**src/sfr_defines.vh**
```
// constants shared by the flash status and boot configuration register logic
`ifndef SFR_DEFINES_VH
`define SFR_DEFINES_VH

// ===========================================================================
// command codes on the internal command port
`define SFR_OP_WREN       4'h1
`define SFR_OP_WRDI       4'h2
`define SFR_OP_RD_STATUS  4'h3
`define SFR_OP_WR_STATUS  4'h4
`define SFR_OP_RD_BOOT    4'h5
`define SFR_OP_WR_BOOT    4'h6
`define SFR_OP_WR_VOL     4'h7
`define SFR_OP_WR_ENH     4'h8
`define SFR_OP_PROGRAM    4'h9
`define SFR_OP_ERASE_SEC  4'ha
`define SFR_OP_ERASE_ALL  4'hb

// ===========================================================================
// device_status fields
`define SFR_ST_WP_DIS     7
`define SFR_ST_BP3        6
`define SFR_ST_TB         5
`define SFR_ST_BP_HI      4
`define SFR_ST_BP_LO      2
`define SFR_ST_WEL        1
`define SFR_ST_WIP        0

// ===========================================================================
// boot_configuration fields
`define SFR_NV_DUMMY_HI   15
`define SFR_NV_DUMMY_LO   12
`define SFR_NV_XIP_HI     11
`define SFR_NV_XIP_LO     9
`define SFR_NV_HOLD       4
`define SFR_NV_QUAD_N     3
`define SFR_NV_DUAL_N     2
`define SFR_NV_RESET_VAL  16'hffff
`define SFR_NV_KEEP_MASK  16'hffdc

// volatile and enhanced volatile configuration fields
`define SFR_VC_DUMMY_HI   7
`define SFR_VC_DUMMY_LO   4
`define SFR_VC_XIP_N      3
`define SFR_VC_WRAP_HI    1
`define SFR_VC_WRAP_LO    0
`define SFR_EV_QUAD_N     7
`define SFR_EV_DUAL_N     6

// ===========================================================================
// encodings
`define SFR_DUMMY_ZERO    4'h0
`define SFR_DUMMY_ALL1    4'hf
`define SFR_XIP_DISABLED  3'h7
`define SFR_XIP_RSVD_A    3'h5
`define SFR_XIP_RSVD_B    3'h6
`define SFR_WRAP_SEQ      2'h3
`define SFR_BP_NONE       4'h0

// cycle job kinds for the busy timer
`define SFR_JOB_STATUS    2'h0
`define SFR_JOB_BOOT      2'h1
`define SFR_JOB_PROGRAM   2'h2
`define SFR_JOB_ERASE     2'h3

`endif

```
**src/sfr_busy_timer.v**
```verilog
// busy timer that holds write-in-progress for one internal write cycle
`include "sfr_defines.vh"
`default_nettype none

module sfr_busy_timer #(
	parameter CNT_W       = 16,
	parameter STATUS_CYC  = 16'h0040,
	parameter BOOT_CYC    = 16'h0040,
	parameter PROGRAM_CYC = 16'h0100,
	parameter ERASE_CYC   = 16'h0800
) (
	input  wire             core_clk,
	input  wire             rst_n,
	input  wire             start,
	input  wire [1:0]       job,
	output wire             busy,
	output wire             done
);

	reg  [CNT_W-1:0] cnt_ff;
	reg              busy_ff;
	reg  [CNT_W-1:0] load_val;

	// ===========================================================================
	// duration select
	always @* begin
		case (job)
			`SFR_JOB_STATUS:  load_val = STATUS_CYC;
			`SFR_JOB_BOOT:    load_val = BOOT_CYC;
			`SFR_JOB_PROGRAM: load_val = PROGRAM_CYC;
			default:          load_val = ERASE_CYC;
		endcase
	end

	// ===========================================================================
	// countdown; a start while busy is ignored, the caller never issues one
	always @(posedge core_clk) begin
		if (!rst_n) begin
			cnt_ff  <= {CNT_W{1'b0}};
			busy_ff <= 1'b0;
		end else if (start && !busy_ff) begin
			cnt_ff  <= load_val;
			busy_ff <= 1'b1;
		end else if (busy_ff) begin
			cnt_ff  <= cnt_ff - {{(CNT_W-1){1'b0}}, 1'b1};
			if (cnt_ff == {{(CNT_W-1){1'b0}}, 1'b1})
				busy_ff <= 1'b0;
		end
	end

	assign busy = busy_ff;
	assign done = busy_ff && (cnt_ff == {{(CNT_W-1){1'b0}}, 1'b1});

endmodule

`default_nettype wire

```
**src/sfr_status_config.v**
```verilog
// status register, boot configuration and working configuration of the flash
// Operation
// - boot loads working config from boot register
// - volatile writes update working config immediately
// - lock bit plus low protect pin blocks status writes
// - top/bottom bit places protected region
// - nonzero protect field refuses program/erase inside
// - write latch clear at power-up; needed first
// - busy bit high during any write cycle
// - volatile status bits clear on reset
// - whole-array erase only with protect field zero
// - status read and write by dedicated commands
// - dummy code 0000 or 1111 gives default
// - boot execute-in-place mode from bits 11:9
// - bit 4 enables hold/reset pin function
// - bits 3/2 low select quad/dual protocol
// - boot register acts next power-on; delivered ffff
// - boot register via own commands; reserved ignored
// - both low boots quad: quad wins
`include "sfr_defines.vh"
`default_nettype none

module sfr_status_config #(
	parameter ADDR_W        = 23,
	parameter SECTOR_W      = 7,
	parameter DUMMY_DEFAULT = 4'hf,
	parameter STATUS_CYC    = 16'h0040,
	parameter BOOT_CYC      = 16'h0040,
	parameter PROGRAM_CYC   = 16'h0100,
	parameter ERASE_CYC     = 16'h0800
) (
	input  wire              core_clk,
	input  wire              rst_n,
	input  wire              wp_n_pin,
	input  wire [15:0]       nv_boot_stored,
	input  wire [7:0]        nv_status_stored,
	input  wire              cmd_valid,
	input  wire [3:0]        cmd_op,
	input  wire [15:0]       cmd_data,
	input  wire [ADDR_W-1:0] cmd_addr,
	output reg               cmd_done,
	output reg               cmd_refused,
	output reg  [15:0]       rd_data,
	output reg               rd_valid,
	output wire              busy,
	output wire              write_latch,
	output reg               nv_boot_commit,
	output reg  [15:0]       nv_boot_wdata,
	output reg               nv_status_commit,
	output reg  [7:0]        nv_status_wdata,
	output reg               mem_program_go,
	output reg               mem_erase_go,
	output reg               mem_erase_all_go,
	output reg  [ADDR_W-1:0] mem_addr,
	output wire [3:0]        work_dummy_cycles,
	output wire              work_xip_enable,
	output wire [2:0]        work_xip_mode,
	output wire              work_hold_enable,
	output wire              work_quad,
	output wire              work_dual,
	output wire [1:0]        work_wrap
);

	// ===========================================================================
	// write protect pin synchroniser
	reg        wp_meta_ff;
	reg        wp_sync_ff;

	always @(posedge core_clk) begin
		if (!rst_n) begin
			wp_meta_ff <= 1'b1;
			wp_sync_ff <= 1'b1;
		end else begin
			wp_meta_ff <= wp_n_pin;
			wp_sync_ff <= wp_meta_ff;
		end
	end

	// ===========================================================================
	// register state
	reg        wp_dis_ff;
	reg        tb_ff;
	reg  [3:0] bp_ff;
	reg        wel_ff;
	reg [15:0] boot_ff;
	reg  [3:0] wk_dummy_ff;
	reg        wk_xip_n_ff;
	reg  [2:0] wk_xip_mode_ff;
	reg        wk_hold_ff;
	reg        wk_quad_n_ff;
	reg        wk_dual_n_ff;
	reg  [1:0] wk_wrap_ff;
	reg        tmr_start;
	reg  [1:0] tmr_job;
	reg  [1:0] tmr_job_ff;
	wire       tmr_busy;
	wire       tmr_done;

	sfr_busy_timer #(
		.CNT_W       (16),
		.STATUS_CYC  (STATUS_CYC),
		.BOOT_CYC    (BOOT_CYC),
		.PROGRAM_CYC (PROGRAM_CYC),
		.ERASE_CYC   (ERASE_CYC)
	) u_timer (
		.core_clk (core_clk),
		.rst_n    (rst_n),
		.start    (tmr_start),
		.job      (tmr_job),
		.busy     (tmr_busy),
		.done     (tmr_done)
	);

	// ===========================================================================
	// protection decode
	wire              hw_locked = wp_dis_ff && !wp_sync_ff;
	wire              bp_any    = (bp_ff != `SFR_BP_NONE);
	wire [SECTOR_W-1:0] sector  = cmd_addr[ADDR_W-1 -: SECTOR_W];
	wire [SECTOR_W:0] bp_span;
	wire [SECTOR_W:0] bp_one    = {{SECTOR_W{1'b0}}, 1'b1};
	wire [SECTOR_W:0] bp_full   = {1'b1, {SECTOR_W{1'b0}}};
	wire              sector_prot;

	// protected span is 2^(bp-1) sectors; large codes clamp to the whole
	// array instead of shifting the one out and protecting nothing
	assign bp_span = (bp_ff == `SFR_BP_NONE) ? {(SECTOR_W+1){1'b0}} :
		(bp_ff > SECTOR_W) ? bp_full : (bp_one << (bp_ff - 4'h1));
	assign sector_prot = bp_any && (tb_ff ?
		({1'b0, sector} < bp_span) :
		({1'b0, sector} >= (bp_full - bp_span)));

	// ===========================================================================
	// command decode
	always @* begin
		cmd_refused = 1'b0;
		tmr_start   = 1'b0;
		tmr_job     = `SFR_JOB_STATUS;
		if (cmd_valid) begin
			case (cmd_op)
				`SFR_OP_WREN, `SFR_OP_WRDI, `SFR_OP_RD_STATUS: begin
					cmd_refused = 1'b0;
				end
				`SFR_OP_RD_BOOT, `SFR_OP_WR_VOL, `SFR_OP_WR_ENH: begin
					cmd_refused = tmr_busy;
				end
				`SFR_OP_WR_STATUS: begin
					cmd_refused = tmr_busy || !wel_ff || hw_locked;
					tmr_start   = !cmd_refused;
					tmr_job     = `SFR_JOB_STATUS;
				end
				`SFR_OP_WR_BOOT: begin
					cmd_refused = tmr_busy || !wel_ff;
					tmr_start   = !cmd_refused;
					tmr_job     = `SFR_JOB_BOOT;
				end
				`SFR_OP_PROGRAM: begin
					cmd_refused = tmr_busy || !wel_ff || sector_prot;
					tmr_start   = !cmd_refused;
					tmr_job     = `SFR_JOB_PROGRAM;
				end
				`SFR_OP_ERASE_SEC: begin
					cmd_refused = tmr_busy || !wel_ff || sector_prot;
					tmr_start   = !cmd_refused;
					tmr_job     = `SFR_JOB_ERASE;
				end
				`SFR_OP_ERASE_ALL: begin
					cmd_refused = tmr_busy || !wel_ff || bp_any;
					tmr_start   = !cmd_refused;
					tmr_job     = `SFR_JOB_ERASE;
				end
				default: begin
					cmd_refused = 1'b1;
				end
			endcase
		end
	end

	wire take = cmd_valid && !cmd_refused;

	// ===========================================================================
	// status register and write latch
	always @(posedge core_clk) begin
		if (!rst_n) begin
			// nonvolatile bits come back from the array, volatile ones clear
			wp_dis_ff <= nv_status_stored[`SFR_ST_WP_DIS];
			tb_ff     <= nv_status_stored[`SFR_ST_TB];
			bp_ff     <= {nv_status_stored[`SFR_ST_BP3],
				nv_status_stored[`SFR_ST_BP_HI:`SFR_ST_BP_LO]};
			wel_ff    <= 1'b0;
		end else begin
			if (take && cmd_op == `SFR_OP_WR_STATUS) begin
				wp_dis_ff <= cmd_data[`SFR_ST_WP_DIS];
				tb_ff     <= cmd_data[`SFR_ST_TB];
				bp_ff     <= {cmd_data[`SFR_ST_BP3],
					cmd_data[`SFR_ST_BP_HI:`SFR_ST_BP_LO]};
			end
			// a latch set that meets a cycle end is lost: busy does not refuse it, the clear wins
			if (tmr_done)
				wel_ff <= 1'b0;
			else if (take && cmd_op == `SFR_OP_WREN)
				wel_ff <= 1'b1;
			else if (take && cmd_op == `SFR_OP_WRDI)
				wel_ff <= 1'b0;
		end
	end

	assign busy        = tmr_busy;
	assign write_latch = wel_ff;

	// ===========================================================================
	// boot configuration and working configuration
	wire [15:0] boot_src = nv_boot_stored;
	wire [2:0]  boot_xip = boot_src[`SFR_NV_XIP_HI:`SFR_NV_XIP_LO];

	always @(posedge core_clk) begin
		if (!rst_n) begin
			boot_ff        <= boot_src;
			wk_dummy_ff    <= boot_src[`SFR_NV_DUMMY_HI:`SFR_NV_DUMMY_LO];
			// reserved codes treated like disabled
			wk_xip_n_ff    <= (boot_xip == `SFR_XIP_DISABLED) ||
				(boot_xip == `SFR_XIP_RSVD_A) || (boot_xip == `SFR_XIP_RSVD_B);
			wk_xip_mode_ff <= boot_xip;
			wk_hold_ff     <= boot_src[`SFR_NV_HOLD];
			wk_quad_n_ff   <= boot_src[`SFR_NV_QUAD_N];
			wk_dual_n_ff   <= boot_src[`SFR_NV_DUAL_N];
			wk_wrap_ff     <= `SFR_WRAP_SEQ;
		end else if (take) begin
			case (cmd_op)
				`SFR_OP_WR_BOOT: begin
					// stored now, working copy untouched until next boot
					boot_ff <= (cmd_data & `SFR_NV_KEEP_MASK) |
						(boot_ff & ~`SFR_NV_KEEP_MASK);
				end
				`SFR_OP_WR_VOL: begin
					wk_dummy_ff <= cmd_data[`SFR_VC_DUMMY_HI:`SFR_VC_DUMMY_LO];
					wk_xip_n_ff <= cmd_data[`SFR_VC_XIP_N];
					wk_wrap_ff  <= cmd_data[`SFR_VC_WRAP_HI:`SFR_VC_WRAP_LO];
				end
				`SFR_OP_WR_ENH: begin
					wk_quad_n_ff <= cmd_data[`SFR_EV_QUAD_N];
					wk_dual_n_ff <= cmd_data[`SFR_EV_DUAL_N];
				end
				default: begin
					wk_wrap_ff <= wk_wrap_ff;
				end
			endcase
		end
	end

	assign work_dummy_cycles = ((wk_dummy_ff == `SFR_DUMMY_ZERO) ||
		(wk_dummy_ff == `SFR_DUMMY_ALL1)) ? DUMMY_DEFAULT : wk_dummy_ff;
	assign work_xip_enable   = !wk_xip_n_ff;
	assign work_xip_mode     = wk_xip_mode_ff;
	assign work_hold_enable  = wk_hold_ff;
	assign work_quad         = !wk_quad_n_ff;
	assign work_dual         = !wk_dual_n_ff && wk_quad_n_ff;
	assign work_wrap         = wk_wrap_ff;

	// ===========================================================================
	// answers, array requests and nonvolatile commits
	always @(posedge core_clk) begin
		if (!rst_n) begin
			cmd_done         <= 1'b0;
			rd_valid         <= 1'b0;
			rd_data          <= 16'h0000;
			nv_boot_commit   <= 1'b0;
			nv_boot_wdata    <= `SFR_NV_RESET_VAL;
			nv_status_commit <= 1'b0;
			nv_status_wdata  <= 8'h00;
			mem_program_go   <= 1'b0;
			mem_erase_go     <= 1'b0;
			mem_erase_all_go <= 1'b0;
			mem_addr         <= {ADDR_W{1'b0}};
		end else begin
			cmd_done         <= take;
			rd_valid         <= take && (cmd_op == `SFR_OP_RD_STATUS ||
				cmd_op == `SFR_OP_RD_BOOT);
			mem_program_go   <= take && cmd_op == `SFR_OP_PROGRAM;
			mem_erase_go     <= take && cmd_op == `SFR_OP_ERASE_SEC;
			mem_erase_all_go <= take && cmd_op == `SFR_OP_ERASE_ALL;
			if (take)
				mem_addr <= cmd_addr;
			if (take && cmd_op == `SFR_OP_RD_STATUS)
				rd_data <= {8'h00, wp_dis_ff, bp_ff[3], tb_ff, bp_ff[2:0],
					wel_ff, tmr_busy};
			else if (take && cmd_op == `SFR_OP_RD_BOOT)
				rd_data <= boot_ff;
			// commits fire at the cycle end, with the values now held
			nv_boot_commit   <= tmr_done && tmr_job_ff == `SFR_JOB_BOOT;
			nv_status_commit <= tmr_done && tmr_job_ff == `SFR_JOB_STATUS;
			nv_boot_wdata    <= boot_ff;
			nv_status_wdata  <= {wp_dis_ff, bp_ff[3], tb_ff, bp_ff[2:0], 2'b00};
		end
	end

	// ===========================================================================
	// job kind in flight
	always @(posedge core_clk) begin
		if (!rst_n)
			tmr_job_ff <= `SFR_JOB_STATUS;
		else if (tmr_start)
			tmr_job_ff <= tmr_job;
	end

endmodule

`default_nettype wire

```
**config.mk**
```make
export PLATFORM = sky130hd
export DESIGN_NAME = sfr_status_config
export DESIGN_NICKNAME = d
export VERILOG_FILES = /design/src/sfr_busy_timer.v /design/src/sfr_status_config.v
export VERILOG_INCLUDE_DIRS = /design/src
export SDC_FILE = /design/constraint.sdc
export NUM_CORES = 1
export LEC_CHECK = 0
export BUFFER_PORTS_ARGS = -buffer_cell sky130_fd_sc_hd__buf_2
export CORE_MARGIN = 5
export CORE_UTILIZATION = 52
export DETAILED_ROUTE_END_ITERATION = 12
export PLACE_DENSITY = 0.77
export SLEW_MARGIN = 40
export SYNTH_ARGS = -nofsm -noshare
export SYNTH_HDL_FRONTEND = slang
export SYNTH_SLANG_ARGS = --single-unit
```
**constraint.sdc**
```tcl
create_clock -name core_clk -period 3.6 [get_ports core_clk]
set_input_delay 0.36 -clock core_clk [delete_from_list [all_inputs] [get_ports core_clk]]
set_output_delay 0.36 -clock core_clk [all_outputs]
set_load 0.1 [all_outputs]
```
## Word-level counts from Yosys, hierarchy flattened

Index checks and enable logic that the tools add are counted.

| word-level totals | value |
|---|---|
| flip-flop bits (word level) | 127 |
| input bits | 71 |
| logic and storage cells | 159 |

| operators by class | value |
|---|---|
| $add $sub $neg | 3 |
| order comparisons | 3 |
| equal/unequal tests | 24 |
| shifts and indexed selects | 1 |
| multiplexer cells | 41 |
| bitwise gates (word level) | 2 |
| reductions and logical operators | 55 |

Operator list:

| cell | count |
|---|---|
| 2-to-1 mux 16 bit | 5 |
| 2-to-1 mux 8 bit | 4 |
| 2-to-1 mux 4 bit | 6 |
| one-hot mux 12 bit (2 select lines) | 1 |
| 2-to-1 mux 1 bit | 21 |
| equality test 4 bit (second input constant) | 5 |
| logical AND 1 bit | 17 |
| equality test 16 x 1 -> 1 bit (second input constant) | 1 |
| equality test 4 x 3 -> 1 bit (second input constant) | 4 |
| bitwise OR 16 x 6 -> 16 bit | 1 |
| subtractor 16 x 1 -> 16 bit (second input constant) | 1 |
| zero test 1 bit | 11 |
| != test 2 x 1 -> 1 bit (second input constant) | 5 |
| OR reduction 2 bit | 5 |
| equality test 3 bit (second input constant) | 3 |
| equality test 4 x 2 -> 1 bit (second input constant) | 2 |
| >= comparator 7 x 8 -> 1 bit | 1 |
| zero test 4 bit | 2 |
| logical OR 1 bit | 8 |
| < comparator 7 x 8 -> 1 bit | 1 |
| AND reduction 2 bit | 4 |
| left shift 1 x 4 -> 8 bit (first input constant) | 1 |
| subtractor 8 bit (first input constant) | 1 |
| one-hot mux 1 bit (6 select lines) | 1 |
| other kinds (13) | 18 |

## Longest topological paths before layout

Gate-level depths: netlist of run 1.

| logic depth | value |
|---|---|
| depth in word-level cells | 16 |
| mapped depth | 15 |
| depth with buffers taken out | 14 |

## Hierarchy

Synthesis of run 1 repeated with hierarchy kept, for this count alone.

| unflattened totals | value |
|---|---|
| cells, all modules | 582 |
| area, all modules | 5557.8 um2 |

Modules (own cells, without submodules):

| module | instances | cells each | area an instance (um2) |
|---|---|---|---|
| sfr_status_config | 1 | 477 | 4648.2 |
| sfr_busy_timer | 1 | 105 | 909.6 |

## Least setup slack after synthesis of run 1

No wires, ideal clock.

| path | value |
|---|---|
| kind | reg2reg |
| start point | reg wel_ff, in the netlist write_latch |
| end point | reg boot_ff[10] (enable) |
| arrival time | 3.078 ns |
| data required time | 3.199 ns |
| slack | 0.121 ns |
| cell stages (with the launch flop) | 6 |
| path buffers | 0 |
| period minus slack after synthesis | 3.479 ns |
| cell sequence | dfxtp_1 > and2b_2 > a32oi_1 > nor4b_4 > nand3b_1 > o21ai_0 |

| on the way | value |
|---|---|
| word-level cells in the longest chain between the ends | 9 |
| elaborated cells between the ends (all ways) | 11 |
| classes of those cells | 1 x eq/ne; 2 x mux; 8 x reduce/logical |

Ends and longest elaborated chain:

| item | line | RTL |
|---|---|---|
| start, declared | sfr_status_config.v:84 | `reg wel_ff;` |
| start signal, assigned | sfr_status_config.v:189 | `wel_ff <= 1'b0;` |
| start signal, assigned | sfr_status_config.v:199 | `wel_ff <= 1'b0;` |
| start signal, assigned | sfr_status_config.v:201 | `wel_ff <= 1'b1;` |
| zero test 1 bit * | -- |  |
| logical OR 1 bit * | -- |  |
| logical OR 1 bit (on tied branches) | -- |  |
| one-hot mux 1 bit (6 select lines) * | sfr_status_config.v:139 | `case (cmd_op)` |
| 2-to-1 mux 1 bit * | sfr_status_config.v:138 | `if (cmd_valid) begin` |
| zero test 1 bit * | sfr_status_config.v:178 | `wire take = cmd_valid && !cmd_refused;` |
| logical AND 1 bit * | sfr_status_config.v:178 |  |
| != test 2 x 1 -> 1 bit (no source line) * | -- |  |
| AND reduction 2 bit (no source line) * | -- |  |
| end signal, assigned | sfr_status_config.v:217 | `boot_ff <= boot_src;` |
| end signal, assigned | sfr_status_config.v:231 | `` boot_ff <= (cmd_data & `SFR_NV_KEEP_MASK) \| `` |
| end, declared | sfr_status_config.v:85 | `reg [15:0] boot_ff;` |

Mark *: on every way between the ends. The rest lies on a longest branch, timed or not.
A chain may end at the register's enable or synchronous reset.

## Worst setup path after layout of run 1

| path | value |
|---|---|
| start point | reg bp_ff[0] |
| end point | out cmd_refused |

| on the way | value |
|---|---|
| word-level cells in the longest chain between the ends | 11 |
| elaborated cells between the ends (all ways) | 16 |
| classes of those cells | 2 x add/sub; 3 x order compare; 1 x shift; 5 x mux; 5 x reduce/logical |

Ends and longest elaborated chain:

| item | line | RTL |
|---|---|---|
| start, declared | sfr_status_config.v:83 | `reg [3:0] bp_ff;` |
| start signal, assigned | sfr_status_config.v:187 | `` bp_ff <= {nv_status_stored[`SFR_ST_BP3], `` |
| start signal, assigned | sfr_status_config.v:194 | `` bp_ff <= {cmd_data[`SFR_ST_BP3], `` |
| subtractor 4 x 1 -> 4 bit | sfr_status_config.v:127 | `(bp_ff > SECTOR_W) ? bp_full : (bp_one << (bp_ff - 4'h1));` |
| left shift 1 x 4 -> 8 bit | sfr_status_config.v:127 |  |
| 2-to-1 mux 8 bit | sfr_status_config.v:127 |  |
| 2-to-1 mux 8 bit | sfr_status_config.v:126 | `` assign bp_span = (bp_ff == `SFR_BP_NONE) ? {(SECTOR_W+1){1'b0}} : `` |
| subtractor 8 bit | sfr_status_config.v:130 | `({1'b0, sector} >= (bp_full - bp_span)));` |
| >= comparator 7 x 8 -> 1 bit | sfr_status_config.v:130 |  |
| 2-to-1 mux 1 bit | sfr_status_config.v:128 | `assign sector_prot = bp_any && (tb_ff ?` |
| logical AND 1 bit | sfr_status_config.v:128 |  |
| logical OR 1 bit | sfr_status_config.v:157, sfr_status_config.v:162 |  |
| one-hot mux 1 bit (6 select lines) * | sfr_status_config.v:139 |  |
| 2-to-1 mux 1 bit * | sfr_status_config.v:138 |  |
| end, declared | sfr_status_config.v:42 | `output reg cmd_refused,` |

Marks and branches as above.

==> impl_metrics.ini, run 1 <==
[layout]
fin_nets = 799
num_antenna_cells = 0
final_core_util = 0.700
layout_commonest_cell = buf_2
most-common-layout-cells = buf_2, dfxtp_1, nand2_1
syn2layout_area_growth_pct = 32.7
final_layout_size_suffix_gt1_frac = 0.335

[routing]
antenna_left = 0
drc_errors = 0
vias = 4567
dr.pass1.iters = 7
via_per_inst = 5.30
wire_per_inst_um = 16.3
drtIter0Drc = 297
wl_um = 14100

[sta]
worst_pin_slew_ns = 0.764
finalSetupViolCount = 1
hold_violations = 0
worst_slack_ns = -0.117
rsz0062_at_grt = true
fin_crit_sh = 1.03
hold_slack_ns = 0.0247
fmax_mhz = 269
maxSlewHeadroom = 0.485
period_needed_ns = 3.72
slew_violations = 0
finClkSkew_ns = 0.00794

[clock_tree]
clk_latency_ns = 0.52
clk_pin_slew_ns = 0.06
cts_tree = yes
cts-root-buf = clkbuf_8
cts_buffers = 17
cts-htree-levels = 4
cts_sinks = 125
cts_max_path_buffers = 2

[logic_synthesis]
avgSynthCellArea_um2 = 9.93
synth-edff-count = 33
ys.flop_type = dfxtp_1
syn_area_um2 = 5370
synth_top_cell_area_share = 0.343
yosysSeqAreaShare = 0.527
async_flop_share = 0
ys_ff_latch = 125
yosys-top-cells-area = dfxtp_1, edfxtp_1, mux2i_1, nand2_1, ha_1
ys_warn_count = 0
synth.distinct_cells = 57
synth_top_area_cell = dfxtp_1
syn_inst = 541

[floorplan]
dieArea_um2 = 12500
die-height_um = 112
core_area_um2 = 10200
num_rows = 37
die_w_um = 112
boundaryPins = 157
initial_core_util = 0.528

[setup_path]
cp-end-kind = output pin
cp.required_ns = 3.24
worst-r2r-setup-slack_ns = 0.18
path_max_fanout = 4
worstSetupStartpointType = flop
startpoint = bp_ff[0]
r2r_end = mem_program_go
r2r-start = bp_ff[0]
worstPathArrival_ns = 3.36
cp-endpoint = cmd_refused
critical_path_class = flop to output pin
r2r_cells = 17

[global_route]
first_global_vias = 4774
grt_pass1_wl_um = 22700
antenna_found_initial = 0
grt_max_degree = 63
track_usage = 0.226
gr-total-overflow = 0

[power]
power.switching_w = 0.00133
combinationalPowerShare = 0.205
peakVddDrop_uv = 338
p_sw_frac = 0.326
pwr-share-seq = 0.385
power_density_nw_per_um2 = 570
power_leakage_nw = 3.27
p_int_w = 0.00274
clkPwrFrac = 0.410

[place]
port_buffers = 152
post-dp-hpwl_um = 9680
gp_congestion = 0.872

[job]
cap_violations = 0

[outcome]
violations = negative setup slack
status = finished with violations

[worst_hold_path]
hp-class = primary input to flop
[worst min-delay path by stage]
stage                          start         end  slack, ns  depth (start not counted)
after floorplan           wp_meta_ff  wp_sync_ff       0.39                          1
after global placement    wp_meta_ff  wp_sync_ff       0.40                          1
after detailed placement  wp_meta_ff  wp_sync_ff       0.40                          1
after CTS                   wp_n_pin  wp_meta_ff       0.01                          2
after global routing        wp_n_pin  wp_meta_ff       0.02                          2
final                       wp_n_pin  wp_meta_ff       0.02                          2
[power groups by stage]
stage	sequential (W)	combinational, W	clock [W]
finish	0.00157	0.000833	0.00167
global route	0.00157	0.000876	0.00175
CTS	0.00156	0.000805	0.00168
detailed placement	0.00159	0.000751	0
global placement	0.00159	0.000739	0
floorplan	0.00190	0.000288	0
[sequential cells by signal (all words and copies together), names as in the netlist, 2 cells and up]
register / count
wk_dummy_ff: 4
bp_ff: 4
mem_addr: 23
rd_data: 16
work_xip_mode: 3
tmr_job_ff: 2
boot_ff: 16
work_wrap: 2
u_timer.cnt_ff: 16
nv_status_wdata: 6
nv_boot_wdata: 16
[through the flow]
step | cells | setup slack (ns) | power, W | instance area [um2] | TNS, ns
floorplan | 542 | 0.121 | 0.00219 | 5380 | 0
finish | 861 | -0.117 | 0.00407 | 7130 | -0.117
global route | 861 | -0.243 | 0.00420 | 7130 | -0.243
CTS | 860 | -0.0960 | 0.00405 | 7060 | -0.0960
detailed placement | 815 | 0.145 | 0.00235 | 6250 | 0
global placement | 815 | 0.208 | 0.00233 | 6250 | 0
[cell usage after synthesis, types with 4 or more instances]
| cell type | instances |
|---|---|
| a21oi_1 | 17 |
| and2_1 | 7 |
| clkbuf_1 | 15 |
| dfxtp_1 | 92 |
| edfxtp_1 | 33 |
| ha_1 | 16 |
| inv_1 | 22 |
| mux2i_1 | 43 |
| nand2_1 | 60 |
| nand2b_1 | 24 |
| nand3_1 | 21 |
| nand3b_1 | 4 |
| nand4_1 | 4 |
| nor2_1 | 52 |
| nor2b_1 | 12 |
| nor3_1 | 5 |
| nor4_1 | 6 |
| o21ai_0 | 31 |
| o21bai_1 | 5 |
| o31ai_1 | 4 |
| or2_2 | 4 |
| or3_1 | 5 |
| xnor2_1 | 5 |
| xor2_1 | 4 |
[final cells by class]
| class | count | area, um2 |
|---|---|---|
| clock buffer | 17 | 414 |
| sequential | 125 | 2830 |
| clock inverter | 15 | 159 |
| tap | 136 | 170 |
| multi-input combinational | 368 | 2480 |
| inverter | 23 | 86.3 |
| fill | 766 | 3060 |
| timing repair buffer | 177 | 982 |
[worst max-delay path: stages (launching register included)]
cell,delay [ns]
edfxtp_1,0.50
buf_6,0.17
nor2b_4,0.12
nand2_2,0.09
ha_4,0.19
nand3_4,0.07
xor2_4,0.18
ha_4,0.22
o21ai_2,0.11
nand2b_1,0.11
a311o_1,0.40
nand3_2,0.09
a21oi_2,0.06
o41a_1,0.35
buf_12,0.18
[what timing repair did]
item / in CTS / in global routing
pin swaps: 10 / 10
gates resized for setup: 28 / 12
buffers inserted: 13 / 1
setup endpoints to repair: 1 / 1
hold buffers: 0 / 0
[cells by family after synthesis]
group	Yosys count	share of synthesized area
flip-flops	125	0.527
XOR/XNOR	9	0.0147
multiplexers	46	0.0864
buffers and inverters	49	0.0412
AO/OA/AOI/OAI	79	0.0915
other	1	0.000698
AND/OR/NAND/NOR	216	0.201
adder cells (fa/ha/maj)	16	0.0373
[per-layer routing]
metal / track usage / wire length (um)
met5: 0 / 0
met4: 0.108 / 418
met3: 0.0576 / 922
met2: 0.380 / 7080
met1: 0.269 / 5630
No activity file was read; power rests on OpenSTA's default activity.
==> inputs of run 2 (changes only) <==
ABC_CLOCK_PERIOD_IN_PS = 3600   (was unset)
CTS_BUF_LIST = sky130_fd_sc_hd__clkbuf_8 sky130_fd_sc_hd__clkbuf_16   (was unset)
PLACE_DENSITY = 0.8   (was 0.77)
==> run 2 against run 1 <==
  * The run still ends with negative setup slack left
  * Maximum frequency grew 1.7%
  * Combinational power shrank 3.5%
  * Global-route usage fell by 0.31 points
  * Final area decreased by 1.4%
  * Clock power fell by 3%
  * Final cell count is 0.35% lower
  * Highest routed layer is now met5
  * Critical path depth decreased by 1
  * Setup slack better by 0.061 ns
==> impl_metrics.ini, run 2 (synthesis gave the netlist of run 1 again) <==
[sta]
worst_pin_slew_ns = 0.793
maxSlewHeadroom = 0.471
finClkSkew_ns = 0.00813
worst_slack_ns = -0.0561
finalSetupTns_ns = -0.0561
period_needed_ns = 3.66
finalSetupViolCount = 1
fmax_mhz = 274
slew_violations = 0
rsz0062_at_grt = true
hold_violations = 0
fin_crit_sh = 1.02

[place]
post-dp-hpwl_um = 9560
gp_congestion = 0.907
placed_cell_area_um2 = 6250
dp_cells = 813
port_buffers = 152

[power]
power_leakage_nw = 3.23
peakVddDrop_uv = 333
power_w = 0.00399
power_density_nw_per_um2 = 568

[layout]
largest_reg_flops = 23
num_antenna_cells = 0
layout.cells.non_filler = 858
final_layout_size_suffix_gt1_frac = 0.324
final_core_util = 0.690
fin_area_um2 = 7030
fin_nets = 796
syn2layout_area_growth_pct = 30.8
most-common-layout-cells = buf_2, dfxtp_1, nand2_1
top_register = mem_addr
layout_commonest_cell = buf_2

[floorplan]
core_area_um2 = 10200
boundaryPins = 157
num_rows = 37
die-height_um = 112
dieArea_um2 = 12500
initial_core_util = 0.528
die_w_um = 112

[clock_tree]
clk_pin_slew_ns = 0.06
cts-root-buf = clkbuf_8
cts_sinks = 125
cts-htree-levels = 4
cts_buffers = 17
cts_hold_buf = 0
cts_tree = yes
clk_latency_ns = 0.51
cts_max_path_buffers = 2

[setup_path]
worstPathArrival_ns = 3.30
cp-end-kind = output pin
critical_path_class = flop to output pin
cp.required_ns = 3.24
worstSetupStartpointType = flop
path_max_fanout = 3

[global_route]
grt_max_degree = 87
antenna_found_initial = 2
grt_pass1_wl_um = 22700
gr-total-overflow = 0
first_global_vias = 4743
track_usage = 0.223

[routing]
vias = 4608
via_per_inst = 5.37
drtIter0Drc = 301
dr.pass1.iters = 5
drc_errors = 0
wire_per_inst_um = 15.9
antenna_left = 0
wl_um = 13700

[outcome]
violations = negative setup slack
status = finished with violations

[job]
cap_violations = 0

[worst_hold_path]
hp-class = primary input to flop
## run 2: worst max-delay path: stages (launching register included)
cell	delay, ns
edfxtp_1	0.41
nor2_2	0.23
buf_4	0.17
nand3_2	0.12
nand3_2	0.10
xor2_1	0.17
ha_1	0.25
o21ai_1	0.16
nand2b_1	0.09
a311o_1	0.33
nand3_1	0.09
a21oi_1	0.06
o41a_1	0.39
buf_12	0.20
## run 2: final cells by class
| type | instances | area (um2) |
|---|---|---|
| clock buffer | 18 | 439 |
| clock inverter | 14 | 133 |
| fill | 764 | 3160 |
| inverter | 23 | 86.3 |
| multi-input combinational | 368 | 2410 |
| sequential | 125 | 2830 |
| tap | 136 | 170 |
| timing repair buffer | 174 | 957 |
## run 2: worst paths after layout
kind | from | depth (start not counted) | end | slack [ns]
hold / removal | wp_n_pin | 2 | wp_meta_ff | 0.03
setup / recovery | bp_ff[3] | 13 | cmd_refused | -0.06
setup reg to reg | bp_ff[3] | 13 | u_timer.cnt_ff[6] | 0.32
hold reg to reg | wp_meta_ff | 1 | wp_sync_ff | 0.41
## run 2: what timing repair did
| action | in CTS | in global routing |
|---|---|---|
| endpoints found under the setup margin | 1 | 1 |
| resized for setup | 20 | 4 |
| pin swaps | 7 | 1 |
| buffers inserted | 13 | 0 |
## run 2: per-layer routing
metal / track usage / up-vias / part of all wire
met5: 0 / - / 0.0010
met4: 0.0876 / 4 / 0.022
met3: 0.0533 / 29 / 0.072
met2: 0.400 / 174 / 0.52
met1: 0.254 / 2193 / 0.38
li1: - / 2208 / -
## run 2: per-stage QoR
step	hold slack, ns	setup slack [ns]
global placement	0.398	0.181
detailed placement	0.399	0.132
floorplan	0.386	0.121
finish	0.0322	-0.0561
CTS	0.0179	-0.0531
global route	0.0283	-0.205
## run 2: report_power, final
group,total (W),switching (W),internal [W]
clock,0.00162,0.000651,0.000968
sequential,0.00156,0.0000378,0.00153
combinational,0.000804,0.000605,0.000199
